## config.mk

```make
export PLATFORM = sky130hd
export DESIGN_NAME = cascaded_interrupt_structure
export DESIGN_NICKNAME = d
export VERILOG_FILES = /design/src/hw/prio_pick_eight.v /design/src/hw/cascaded_interrupt_structure.v
export VERILOG_INCLUDE_DIRS = /design/src /design/src/shared
export SDC_FILE = /design/constraint.sdc
export NUM_CORES = 1
export LEC_CHECK = 0
export BUFFER_PORTS_ARGS = -buffer_cell sky130_fd_sc_hd__buf_4
export CAP_MARGIN = 20
export CORE_ASPECT_RATIO = 0.5
export CORE_MARGIN = 3
export CORE_UTILIZATION = 43
export CTS_BUF_LIST = sky130_fd_sc_hd__clkbuf_8 sky130_fd_sc_hd__clkbuf_16
export CTS_CLUSTER_DIAMETER = 200
export CTS_CLUSTER_SIZE = 30
export DETAILED_ROUTE_END_ITERATION = 12
export PLACE_DENSITY_LB_ADDON = 0.1
export SYNTH_ARGS = -nofsm -noshare
export SYNTH_HDL_FRONTEND = slang
export SYNTH_SLANG_ARGS = --single-unit
```

## constraint.sdc

```tcl
create_clock -name sys_clk -period 2.51 [get_ports sys_clk]
set_input_delay 0 -clock sys_clk [delete_from_list [all_inputs] [get_ports sys_clk]]
set_output_delay 0 -clock sys_clk [all_outputs]
set_load 0.02 [all_outputs]
```

## src/shared/cascade_irq_consts.vh

```
// Summary of operation
// - Internal sources go to a polled local controller.
// - Any unmasked local pending request raises system level seven.
// - Local fixed priority, level zero most urgent.
// - Levels 0-3 are serial channel receive/transmit ready.
// - Levels 4-6 tick, parallel, io; seven unused.
// - System controller fully nested, blocks equal/lower.
// - Vector equals base zero plus eight times level.
// - System vectors 00H to 38H; 38H is local.
// - Variant b lets remote masters reach local only.
// - Requests held and latched while bus elsewhere.
// - Panel and internal requests driven onto bus lines.
// - Panel, bus and internal requests share one ranking.
// - Software mask blocks processor, requests stay pending.
`ifndef CASCADE_IRQ_CONSTS_VH
`define CASCADE_IRQ_CONSTS_VH

// Register byte offsets
`define OFS_LOC_POLL 8'h00
`define OFS_LOC_MASK 8'h04
`define OFS_LOC_EOI 8'h08
`define OFS_LOC_STAT 8'h0C
`define OFS_SYS_ACK 8'h10
`define OFS_SYS_MASK 8'h14
`define OFS_SYS_EOI 8'h18
`define OFS_SYS_STAT 8'h1C
`define OFS_IRQ_STAT 8'h20
`define OFS_IRQ_MASK 8'h24

// Reset values
`define RST_LOC_MASK 8'h00
`define RST_SYS_MASK 9'h000
`define RST_IRQ_MASK 3'h0

// Field positions and levels
`define LVL_W 3
`define NLVL 8
`define LOC_SRC_N 7
`define CASCADE_LVL 3'h7
`define POLL_VALID_BIT 7
`define ACK_VALID_BIT 31
`define GLOBAL_MASK_BIT 8
`define VEC_BASE 16'h0000
`define VEC_SHIFT 3
`define STAT_ISR_LSB 8

// Pin synchroniser layout
`define SYNC_W 24
`define SY_PANEL 7
`define SY_BUS 14
`define SY_AWAY 22
`define SY_VARB 23

// Interrupt status bits
`define EV_LOCREQ 0
`define EV_CPUREQ 1
`define EV_REFUSE 2
`define EV_N 3

// AXI responses
`define RESP_OKAY 2'h0
`define RESP_SLVERR 2'h2
`define RESP_DECERR 2'h3

`endif

```

## src/hw/prio_pick_eight.v

```verilog
`default_nettype none

// Fixed priority pick among eight levels, level zero wins
module prio_pick_eight (
  input wire [7:0] req,
  output reg anyReq,
  output reg [2:0] topLevel
);

  integer i;

  // Scan downward so the lowest set index is left last
  always @* begin
    anyReq = 1'b0;
    topLevel = 3'h0;
    for (i = 7; i >= 0; i = i - 1) begin
      if (req[i]) begin
        anyReq = 1'b1;
        topLevel = i[2:0];
      end
    end
  end

endmodule

`default_nettype wire

```

## src/hw/cascaded_interrupt_structure.v

```verilog
// The implementer's own choices: the address map and the AXI4-Lite register port.
`include "cascade_irq_consts.vh"
`default_nettype none

module cascaded_interrupt_structure (
  input wire sys_clk,
  input wire rst_n,
  // Internal sources: ch0 rx, ch0 tx, ch1 rx, ch1 tx, tick, parallel, io
  input wire [6:0] srcReq,
  input wire [6:0] panelSw,
  input wire [7:0] busIntIn,
  output wire [7:0] busIntOut,
  output wire [7:0] busIntOeN,
  input wire busAwayPin,
  input wire variantPin,
  output wire cpuIntReq,
  output wire irq,
  input wire axiRemote,
  input wire [7:0] s_axi_awaddr,
  input wire s_axi_awvalid,
  output wire s_axi_awready,
  input wire [31:0] s_axi_wdata,
  input wire [3:0] s_axi_wstrb,
  input wire s_axi_wvalid,
  output wire s_axi_wready,
  output wire [1:0] s_axi_bresp,
  output wire s_axi_bvalid,
  input wire s_axi_bready,
  input wire [7:0] s_axi_araddr,
  input wire s_axi_arvalid,
  output wire s_axi_arready,
  output wire [31:0] s_axi_rdata,
  output wire [1:0] s_axi_rresp,
  output wire s_axi_rvalid,
  input wire s_axi_rready
);

  reg [`SYNC_W-1:0] syncA_ff, syncB_ff, syncC_ff, clean_ff;
  reg variantB_ff;
  reg [7:0] locPend_ff, nxt_locPend, locIsr_ff, nxt_locIsr, locMask_ff;
  reg [7:0] sysPend_ff, nxt_sysPend, sysIsr_ff, nxt_sysIsr;
  reg [8:0] sysMask_ff;
  reg [7:0] busOeN_ff;
  reg cpuReq_ff, locReqD_ff;
  reg [`EV_N-1:0] evStat_ff, nxt_evStat, irqMask_ff;
  reg bvalid_ff, rvalid_ff;
  reg [1:0] bresp_ff, rresp_ff;
  reg [31:0] rdata_ff, nxt_rdata;
  reg [1:0] nxt_rresp, nxt_bresp;
  wire [7:0] locSrc, locCand, sysSrc, sysCand;
  wire locAny, locIsrAny, sysAny, sysIsrAny, nestedOk, localReq, busAway;
  wire [2:0] locLvl, locIsrLvl, sysLvl, sysIsrLvl;
  wire wrTake, rdTake;
  reg wrLocOk, rdLocOk, wrSysOk, rdSysOk, refuse;
  reg pollHit, ackHit, locEoi, sysEoi, irqRdClr;
  wire [15:0] vecAddr;
  wire [`SYNC_W-1:0] pinRaw;

  // All outside pins in one word; bus lines are active low, so turn them request-high
  assign pinRaw = {variantPin, busAwayPin, ~busIntIn, panelSw, srcReq};

  // Three-stage pin synchronisers; value moves only when stages two and three agree
  genvar g;
  generate
    for (g = 0; g < `SYNC_W; g = g + 1) begin : pinSync
      always @(posedge sys_clk) begin
        // Strap stages run through reset, else the strap would only ever read zero
        if (!rst_n && g != `SY_VARB) begin
          syncA_ff[g] <= 1'b0;
          syncB_ff[g] <= 1'b0;
          syncC_ff[g] <= 1'b0;
          clean_ff[g] <= 1'b0;
        end else begin
          syncA_ff[g] <= pinRaw[g];
          syncB_ff[g] <= syncA_ff[g];
          syncC_ff[g] <= syncB_ff[g];
          if (syncB_ff[g] == syncC_ff[g]) begin
            clean_ff[g] <= syncC_ff[g];
          end
        end
      end
    end
  endgenerate

  // Board variant strap, caught while reset is held; needs five clocks of reset
  always @(posedge sys_clk) begin
    if (!rst_n) begin
      variantB_ff <= clean_ff[`SY_VARB];
    end
  end

  assign busAway = clean_ff[`SY_AWAY];
  // Level seven of the local controller has no source
  assign locSrc = {1'b0, clean_ff[`LOC_SRC_N-1:0]};
  assign locCand = locPend_ff & ~locMask_ff & ~locIsr_ff;
  // Any unmasked pending local request forwards as system level seven
  assign localReq = |(locPend_ff & ~locMask_ff);
  // Panel switches, bus lines and the local cascade form one request set
  assign sysSrc = clean_ff[`SY_AWAY-1:`SY_BUS] |
    {localReq, clean_ff[`SY_BUS-1:`SY_PANEL]};
  assign sysCand = sysPend_ff & ~sysMask_ff[`NLVL-1:0];

  prio_pick_eight locPick (
    .req(locCand),
    .anyReq(locAny),
    .topLevel(locLvl)
  );

  prio_pick_eight locIsrPick (
    .req(locIsr_ff),
    .anyReq(locIsrAny),
    .topLevel(locIsrLvl)
  );

  prio_pick_eight sysPick (
    .req(sysCand),
    .anyReq(sysAny),
    .topLevel(sysLvl)
  );

  prio_pick_eight sysIsrPick (
    .req(sysIsr_ff),
    .anyReq(sysIsrAny),
    .topLevel(sysIsrLvl)
  );

  // In-service level blocks its own and all less urgent levels
  assign nestedOk = sysAny && (!sysIsrAny || sysLvl < sysIsrLvl);
  // Spacing fixed at eight; no field exists to change it
  assign vecAddr = `VEC_BASE + ({13'h0000, sysLvl} << `VEC_SHIFT);

  // Handshakes: write address and data taken together, one of each in flight
  assign s_axi_awready = s_axi_awvalid && s_axi_wvalid && !bvalid_ff;
  assign s_axi_wready = s_axi_awready;
  assign wrTake = s_axi_awready;
  assign s_axi_arready = !rvalid_ff;
  assign rdTake = s_axi_arvalid && !rvalid_ff;

  // Access rights: system side resident only; local open to remote on variant b
  always @* begin
    wrLocOk = !axiRemote || variantB_ff;
    rdLocOk = wrLocOk;
    wrSysOk = !axiRemote;
    rdSysOk = !axiRemote;
    refuse = 1'b0;
    pollHit = 1'b0;
    ackHit = 1'b0;
    irqRdClr = 1'b0;
    nxt_rdata = 32'h00000000;
    nxt_rresp = `RESP_OKAY;
    if (rdTake) begin
      if (s_axi_araddr == `OFS_LOC_POLL) begin
        if (rdLocOk) begin
          pollHit = locAny;
          nxt_rdata[`POLL_VALID_BIT] = locAny;
          nxt_rdata[2:0] = locAny ? locLvl : 3'h0;
        end else begin
          refuse = 1'b1;
        end
      end else if (s_axi_araddr == `OFS_LOC_MASK) begin
        if (rdLocOk) nxt_rdata[7:0] = locMask_ff;
        else refuse = 1'b1;
      end else if (s_axi_araddr == `OFS_LOC_STAT) begin
        if (rdLocOk) nxt_rdata[15:0] = {locIsr_ff, locPend_ff};
        else refuse = 1'b1;
      end else if (s_axi_araddr == `OFS_SYS_ACK) begin
        if (rdSysOk) begin
          ackHit = nestedOk;
          nxt_rdata[`ACK_VALID_BIT] = nestedOk;
          nxt_rdata[15:0] = nestedOk ? vecAddr : 16'h0000;
        end else begin
          refuse = 1'b1;
        end
      end else if (s_axi_araddr == `OFS_SYS_MASK) begin
        if (rdSysOk) nxt_rdata[8:0] = sysMask_ff;
        else refuse = 1'b1;
      end else if (s_axi_araddr == `OFS_SYS_STAT) begin
        if (rdSysOk) nxt_rdata[15:0] = {sysIsr_ff, sysPend_ff};
        else refuse = 1'b1;
      end else if (s_axi_araddr == `OFS_IRQ_STAT) begin
        if (rdSysOk) begin
          irqRdClr = 1'b1;
          nxt_rdata[`EV_N-1:0] = evStat_ff;
        end else begin
          refuse = 1'b1;
        end
      end else if (s_axi_araddr == `OFS_IRQ_MASK) begin
        if (rdSysOk) nxt_rdata[`EV_N-1:0] = irqMask_ff;
        else refuse = 1'b1;
      end else if (s_axi_araddr == `OFS_LOC_EOI || s_axi_araddr == `OFS_SYS_EOI) begin
        nxt_rresp = `RESP_OKAY; // Write-only: read as zero
      end else begin
        nxt_rresp = `RESP_DECERR;
      end
      if (refuse) nxt_rresp = `RESP_SLVERR;
    end
  end

  // Write decode; EOI writes need no data, the write itself is the command
  always @* begin
    locEoi = 1'b0;
    sysEoi = 1'b0;
    nxt_bresp = `RESP_OKAY;
    if (wrTake) begin
      if (s_axi_awaddr == `OFS_LOC_MASK || s_axi_awaddr == `OFS_LOC_EOI) begin
        if (!wrLocOk) nxt_bresp = `RESP_SLVERR;
        else locEoi = (s_axi_awaddr == `OFS_LOC_EOI);
      end else if (s_axi_awaddr == `OFS_SYS_MASK || s_axi_awaddr == `OFS_SYS_EOI ||
        s_axi_awaddr == `OFS_IRQ_MASK) begin
        if (!wrSysOk) nxt_bresp = `RESP_SLVERR;
        else sysEoi = (s_axi_awaddr == `OFS_SYS_EOI);
      end else if (s_axi_awaddr == `OFS_LOC_POLL || s_axi_awaddr == `OFS_LOC_STAT ||
        s_axi_awaddr == `OFS_SYS_ACK || s_axi_awaddr == `OFS_SYS_STAT ||
        s_axi_awaddr == `OFS_IRQ_STAT) begin
        nxt_bresp = `RESP_OKAY; // Read-only: write ignored
      end else begin
        nxt_bresp = `RESP_DECERR;
      end
    end
  end

  // Pending and in-service updates; a new request wins over a clear
  always @* begin
    nxt_locPend = (locPend_ff & ~({7'h00, pollHit} << locLvl)) | locSrc;
    nxt_locIsr = locIsr_ff;
    if (locEoi && locIsrAny) nxt_locIsr = nxt_locIsr & ~(8'h01 << locIsrLvl);
    if (pollHit) nxt_locIsr = nxt_locIsr | (8'h01 << locLvl);
    nxt_sysPend = (sysPend_ff & ~({7'h00, ackHit} << sysLvl)) | sysSrc;
    nxt_sysIsr = sysIsr_ff;
    if (sysEoi && sysIsrAny) nxt_sysIsr = nxt_sysIsr & ~(8'h01 << sysIsrLvl);
    if (ackHit) nxt_sysIsr = nxt_sysIsr | (8'h01 << sysLvl);
  end

  // Controller state
  always @(posedge sys_clk) begin
    if (!rst_n) begin
      locPend_ff <= 8'h00;
      locIsr_ff <= 8'h00;
      sysPend_ff <= 8'h00;
      sysIsr_ff <= 8'h00;
    end else begin
      locPend_ff <= nxt_locPend;
      locIsr_ff <= nxt_locIsr;
      sysPend_ff <= nxt_sysPend;
      sysIsr_ff <= nxt_sysIsr;
    end
  end

  // Mask registers, low byte lane for eight bits, next lane for the global mask
  always @(posedge sys_clk) begin
    if (!rst_n) begin
      locMask_ff <= `RST_LOC_MASK;
      sysMask_ff <= `RST_SYS_MASK;
      irqMask_ff <= `RST_IRQ_MASK;
    end else if (wrTake && nxt_bresp == `RESP_OKAY) begin
      if (s_axi_awaddr == `OFS_LOC_MASK && s_axi_wstrb[0]) locMask_ff <= s_axi_wdata[7:0];
      if (s_axi_awaddr == `OFS_SYS_MASK) begin
        if (s_axi_wstrb[0]) sysMask_ff[7:0] <= s_axi_wdata[7:0];
        if (s_axi_wstrb[1]) sysMask_ff[8] <= s_axi_wdata[`GLOBAL_MASK_BIT];
      end
      if (s_axi_awaddr == `OFS_IRQ_MASK && s_axi_wstrb[0]) begin
        irqMask_ff <= s_axi_wdata[`EV_N-1:0];
      end
    end
  end

  // Processor request, withheld under global mask or while bus is elsewhere
  always @(posedge sys_clk) begin
    if (!rst_n) begin
      cpuReq_ff <= 1'b0;
      locReqD_ff <= 1'b0;
      busOeN_ff <= 8'hFF;
    end else begin
      cpuReq_ff <= nestedOk && !sysMask_ff[`GLOBAL_MASK_BIT] && !busAway;
      locReqD_ff <= localReq;
      // Open-drain lines pulled low for panel switches and the cascade
      busOeN_ff <= ~{localReq, clean_ff[`SY_BUS-1:`SY_PANEL]};
    end
  end

  assign cpuIntReq = cpuReq_ff;
  assign busIntOut = 8'h00;
  assign busIntOeN = busOeN_ff;

  // Sticky events, cleared by reading; a coincident event survives the read
  always @* begin
    nxt_evStat = irqRdClr ? {`EV_N{1'b0}} : evStat_ff;
    if (localReq && !locReqD_ff) nxt_evStat[`EV_LOCREQ] = 1'b1;
    if (nestedOk && !sysMask_ff[`GLOBAL_MASK_BIT] && !busAway && !cpuReq_ff) begin
      nxt_evStat[`EV_CPUREQ] = 1'b1;
    end
    if (refuse || (wrTake && nxt_bresp == `RESP_SLVERR)) nxt_evStat[`EV_REFUSE] = 1'b1;
  end

  always @(posedge sys_clk) begin
    if (!rst_n) evStat_ff <= {`EV_N{1'b0}};
    else evStat_ff <= nxt_evStat;
  end

  assign irq = |(evStat_ff & irqMask_ff);

  // Bus answer channels, one cycle after the handshake
  always @(posedge sys_clk) begin
    if (!rst_n) begin
      bvalid_ff <= 1'b0;
      bresp_ff <= `RESP_OKAY;
      rvalid_ff <= 1'b0;
      rresp_ff <= `RESP_OKAY;
      rdata_ff <= 32'h00000000;
    end else begin
      if (wrTake) begin
        bvalid_ff <= 1'b1;
        bresp_ff <= nxt_bresp;
      end else if (s_axi_bready) begin
        bvalid_ff <= 1'b0;
      end
      if (rdTake) begin
        rvalid_ff <= 1'b1;
        rresp_ff <= nxt_rresp;
        rdata_ff <= nxt_rdata;
      end else if (s_axi_rready) begin
        rvalid_ff <= 1'b0;
      end
    end
  end

  assign s_axi_bvalid = bvalid_ff;
  assign s_axi_bresp = bresp_ff;
  assign s_axi_rvalid = rvalid_ff;
  assign s_axi_rresp = rresp_ff;
  assign s_axi_rdata = rdata_ff;

endmodule

`default_nettype wire

```

==> results.toml <==
[synthesis]
yosysTopAreaCellShare_pct = 49.4
synth_area_mm2 = 0.00742
yosysTopAreaCell = "dfxtp_1"
synth_edf_count = 2
synth_cells = 821
syn_avg_cell_area_um2 = 9.03
ys_ff_latch = 185
ys_seq_area_share_pct = 50.2
yosys_warnings = 0
synth_cell_types = 72
synth-main-ff-cell = "dfxtp_1"
async_reset_ff_share_pct = 0
ys_top_cells_by_area = "dfxtp_1, and2_1, a21oi_1"

[sta]
finalSetupTns_ns = 0
fin_skew_ns = 0.0142
relSlewSlack_pct = 57.9
fin_crit_sh_pct = 94.2
worst_pin_slew_ns = 0.626
finalHoldViolCount = 0
setup-violations-final = 0
slew_violations = 0
rsz0062_at_grt = "no"
fmaxAchievable_ghz = 0.423
fin_crit_ns = 2.36

[place]
place.port_buffers = 94
gp_congestion = 0.889
dp_cells = 1143
dpl.hpwl_mm = 14.8

[clock_network]
clkLatencyLatePin_ns = 0.43
cts_buffer_depth = 2
root_buffer = "clkbuf_16"
clock-sinks = 185
clk_pin_slew_ns = 0.07
cts_max_level = 4
numCtsBuffers = 17
cts_tree = "yes"

[finish]
area.growth.synth_to_final_pct = 28.3
final_cell_mix = "dfxtp_1, buf_4, nor2_1, nand2_1, a21oi_1"
layout-drive-gt1-share_pct = 19.2
fillers = 1508
num_antenna_cells = 0
fin_nets = 1065
instances_no_fill = 1219
mostFrequentLayoutCell = "dfxtp_1"

[floorplanning]
dieArea_mm2 = 0.0190
initial_core_util_pct = 44.6
std_cell_rows = 33
die_w_um = 192
dieHeight_um = 98.9
ioPinCount = 143
coreArea_mm2 = 0.0166

[power_and_ir_drop]
power_density_mw_per_mm2 = 652
sw_frac_of_total_pct = 24.2
vdd.ir_drop.worst_mv = 0.466
sequentialPowerShare_pct = 48.9
p_clk_share_pct = 43.6
p_switching_mw = 1.50
leakage_nw = 3.91
pwr-share-comb_pct = 7.5
p_int_mw = 4.70

[worst_setup_path]
critPathKind = "reg2reg"
end_kind = "register"
required_ns = 2.84
critPathArrivalTime_ns = 2.69
startpoint_type = "register"
crit_fanout = 4
r2r_slack_ns = 0.15

[detailed_routing]
wl_per_cell_um = 16.7
wirelength_mm = 20.3
via_per_inst = 5.23
first_iter_violations = 505
drc = 0
drtAntennaViolNets = 0
vias = 6373
first_pass_iters = 7

[run]
max_cap_violations = 0

[global_routing]
grtUsageTotal_pct = 21.7
gr-total-overflow = 0
grt_pass1_vias = 5976
grt_pass1_wl_mm = 32.2
antenna_found_initial = 0
grt_max_degree = 56

[worst_hold_path]
hold_path.class = "in2reg"

[run_status]
status = "complete, no violations"
## cell usage after synthesis, types with 7 or more instances
cell	count
a21oi_1	69
a22o_1	7
a22oi_1	9
and2_1	65
buf_4	25
clkbuf_1	30
dfxtp_1	183
inv_1	19
mux2i_1	28
nand2_1	66
nand2b_1	14
nand3_1	10
nor2_1	71
nor2b_1	15
nor3_1	18
o21ai_0	49
o31a_1	7
or3_1	10
## state kept, by name, indices dropped and copies added (netlist names), 9 cells and up
register,count
syncC_ff,24
clean_ff,23
syncA_ff,24
sysMask_ff,9
s_axi_rdata,17
syncB_ff,24
## cell families after synthesis
kind of cell | count (synthesis) | synth area share, %
buf+inv | 80 | 5.36
compound gates | 203 | 17.1
mux | 30 | 4.08
flops | 185 | 50.2
other cells | 1 | 0.0506
fa+ha+maj | 2 | 0.337
simple gates | 317 | 22.5
xor+xnor | 3 | 0.354
## final timing paths
path / from / to / cells after the start
setup reg to reg: sysIsr_ff[0]$_SDFF_PN0_ / evStat_ff[1]$_SDFFE_PN0P_ / 9
hold / removal: s_axi_araddr[5] / s_axi_rresp[0]$_SDFFE_PN0P_ / 3
hold reg to reg: syncA_ff[23]$_DFF_P_ / syncB_ff[23]$_DFF_P_ / 0
setup / recovery: sysIsr_ff[0]$_SDFF_PN0_ / evStat_ff[1]$_SDFFE_PN0P_ / 9
## worst max-delay path, stage by stage (launching register included)
cell,delay (ns)
dfxtp_1,0.31
or4_1,0.56
nand2b_4,0.17
ha_1,0.29
o21ai_0,0.10
a21oi_2,0.17
o21ai_0,0.12
buf_4,0.16
and4_1,0.19
a32o_1,0.20
## routing by layer
layer,up-vias,GRT usage (%),share of wire (%)
li1,3149,-,-
met1,2961,32.8,51
met2,239,30.8,40
met3,24,5.08,8.0
met4,0,5.52,1.1
met5,-,0,0
## what timing repair did
item                       4_1_cts  5_1_grt
setup buffers                    0        3
setup endpoints to repair        1       22
hold buffers                    41        0
gates resized for setup          0        8
pin swaps                        1        2
hold endpoints to repair        53        0
## layout make-up
class	instances	area (µm²)	area share, %
well taps	227	284	2.99
clock buffers	20	467	4.91
flip-flops and latches	185	3720	39.1
multi-input cells	578	3400	35.8
repair buffers	177	1430	15.0
inverters	20	75.1	0.789
clock inverters	12	131	1.38
## power groups by stage
stage               Sequential, mW  Combinational (mW)  Clock, mW
floorplan                     3.11               0.237          0
global placement              3.10               0.401          0
detailed placement            3.11               0.403          0
CTS                           3.04               0.454       2.77
global route                  3.04               0.506       2.87
finish                        3.04               0.464       2.70
## metrics by stage
stage / hold slack (ns) / utilization [%] / setup WS [ns] / cell area, µm² / power [mW]
finish: 0.0486 / 57.2 / 0.146 / 9510 / 6.21
global route: 0.0615 / 57.2 / 0.00553 / 9510 / 6.42
CTS: 0.0248 / 56.9 / 0.0156 / 9470 / 6.26
detailed placement: 0.118 / 50.8 / 0.0470 / 8460 / 3.51
global placement: 0.117 / 50.8 / 0.116 / 8460 / 3.50
floorplan: 0.0277 / - / 0.114 / 7500 / 3.35
Power figures use the tool's default switching activity.
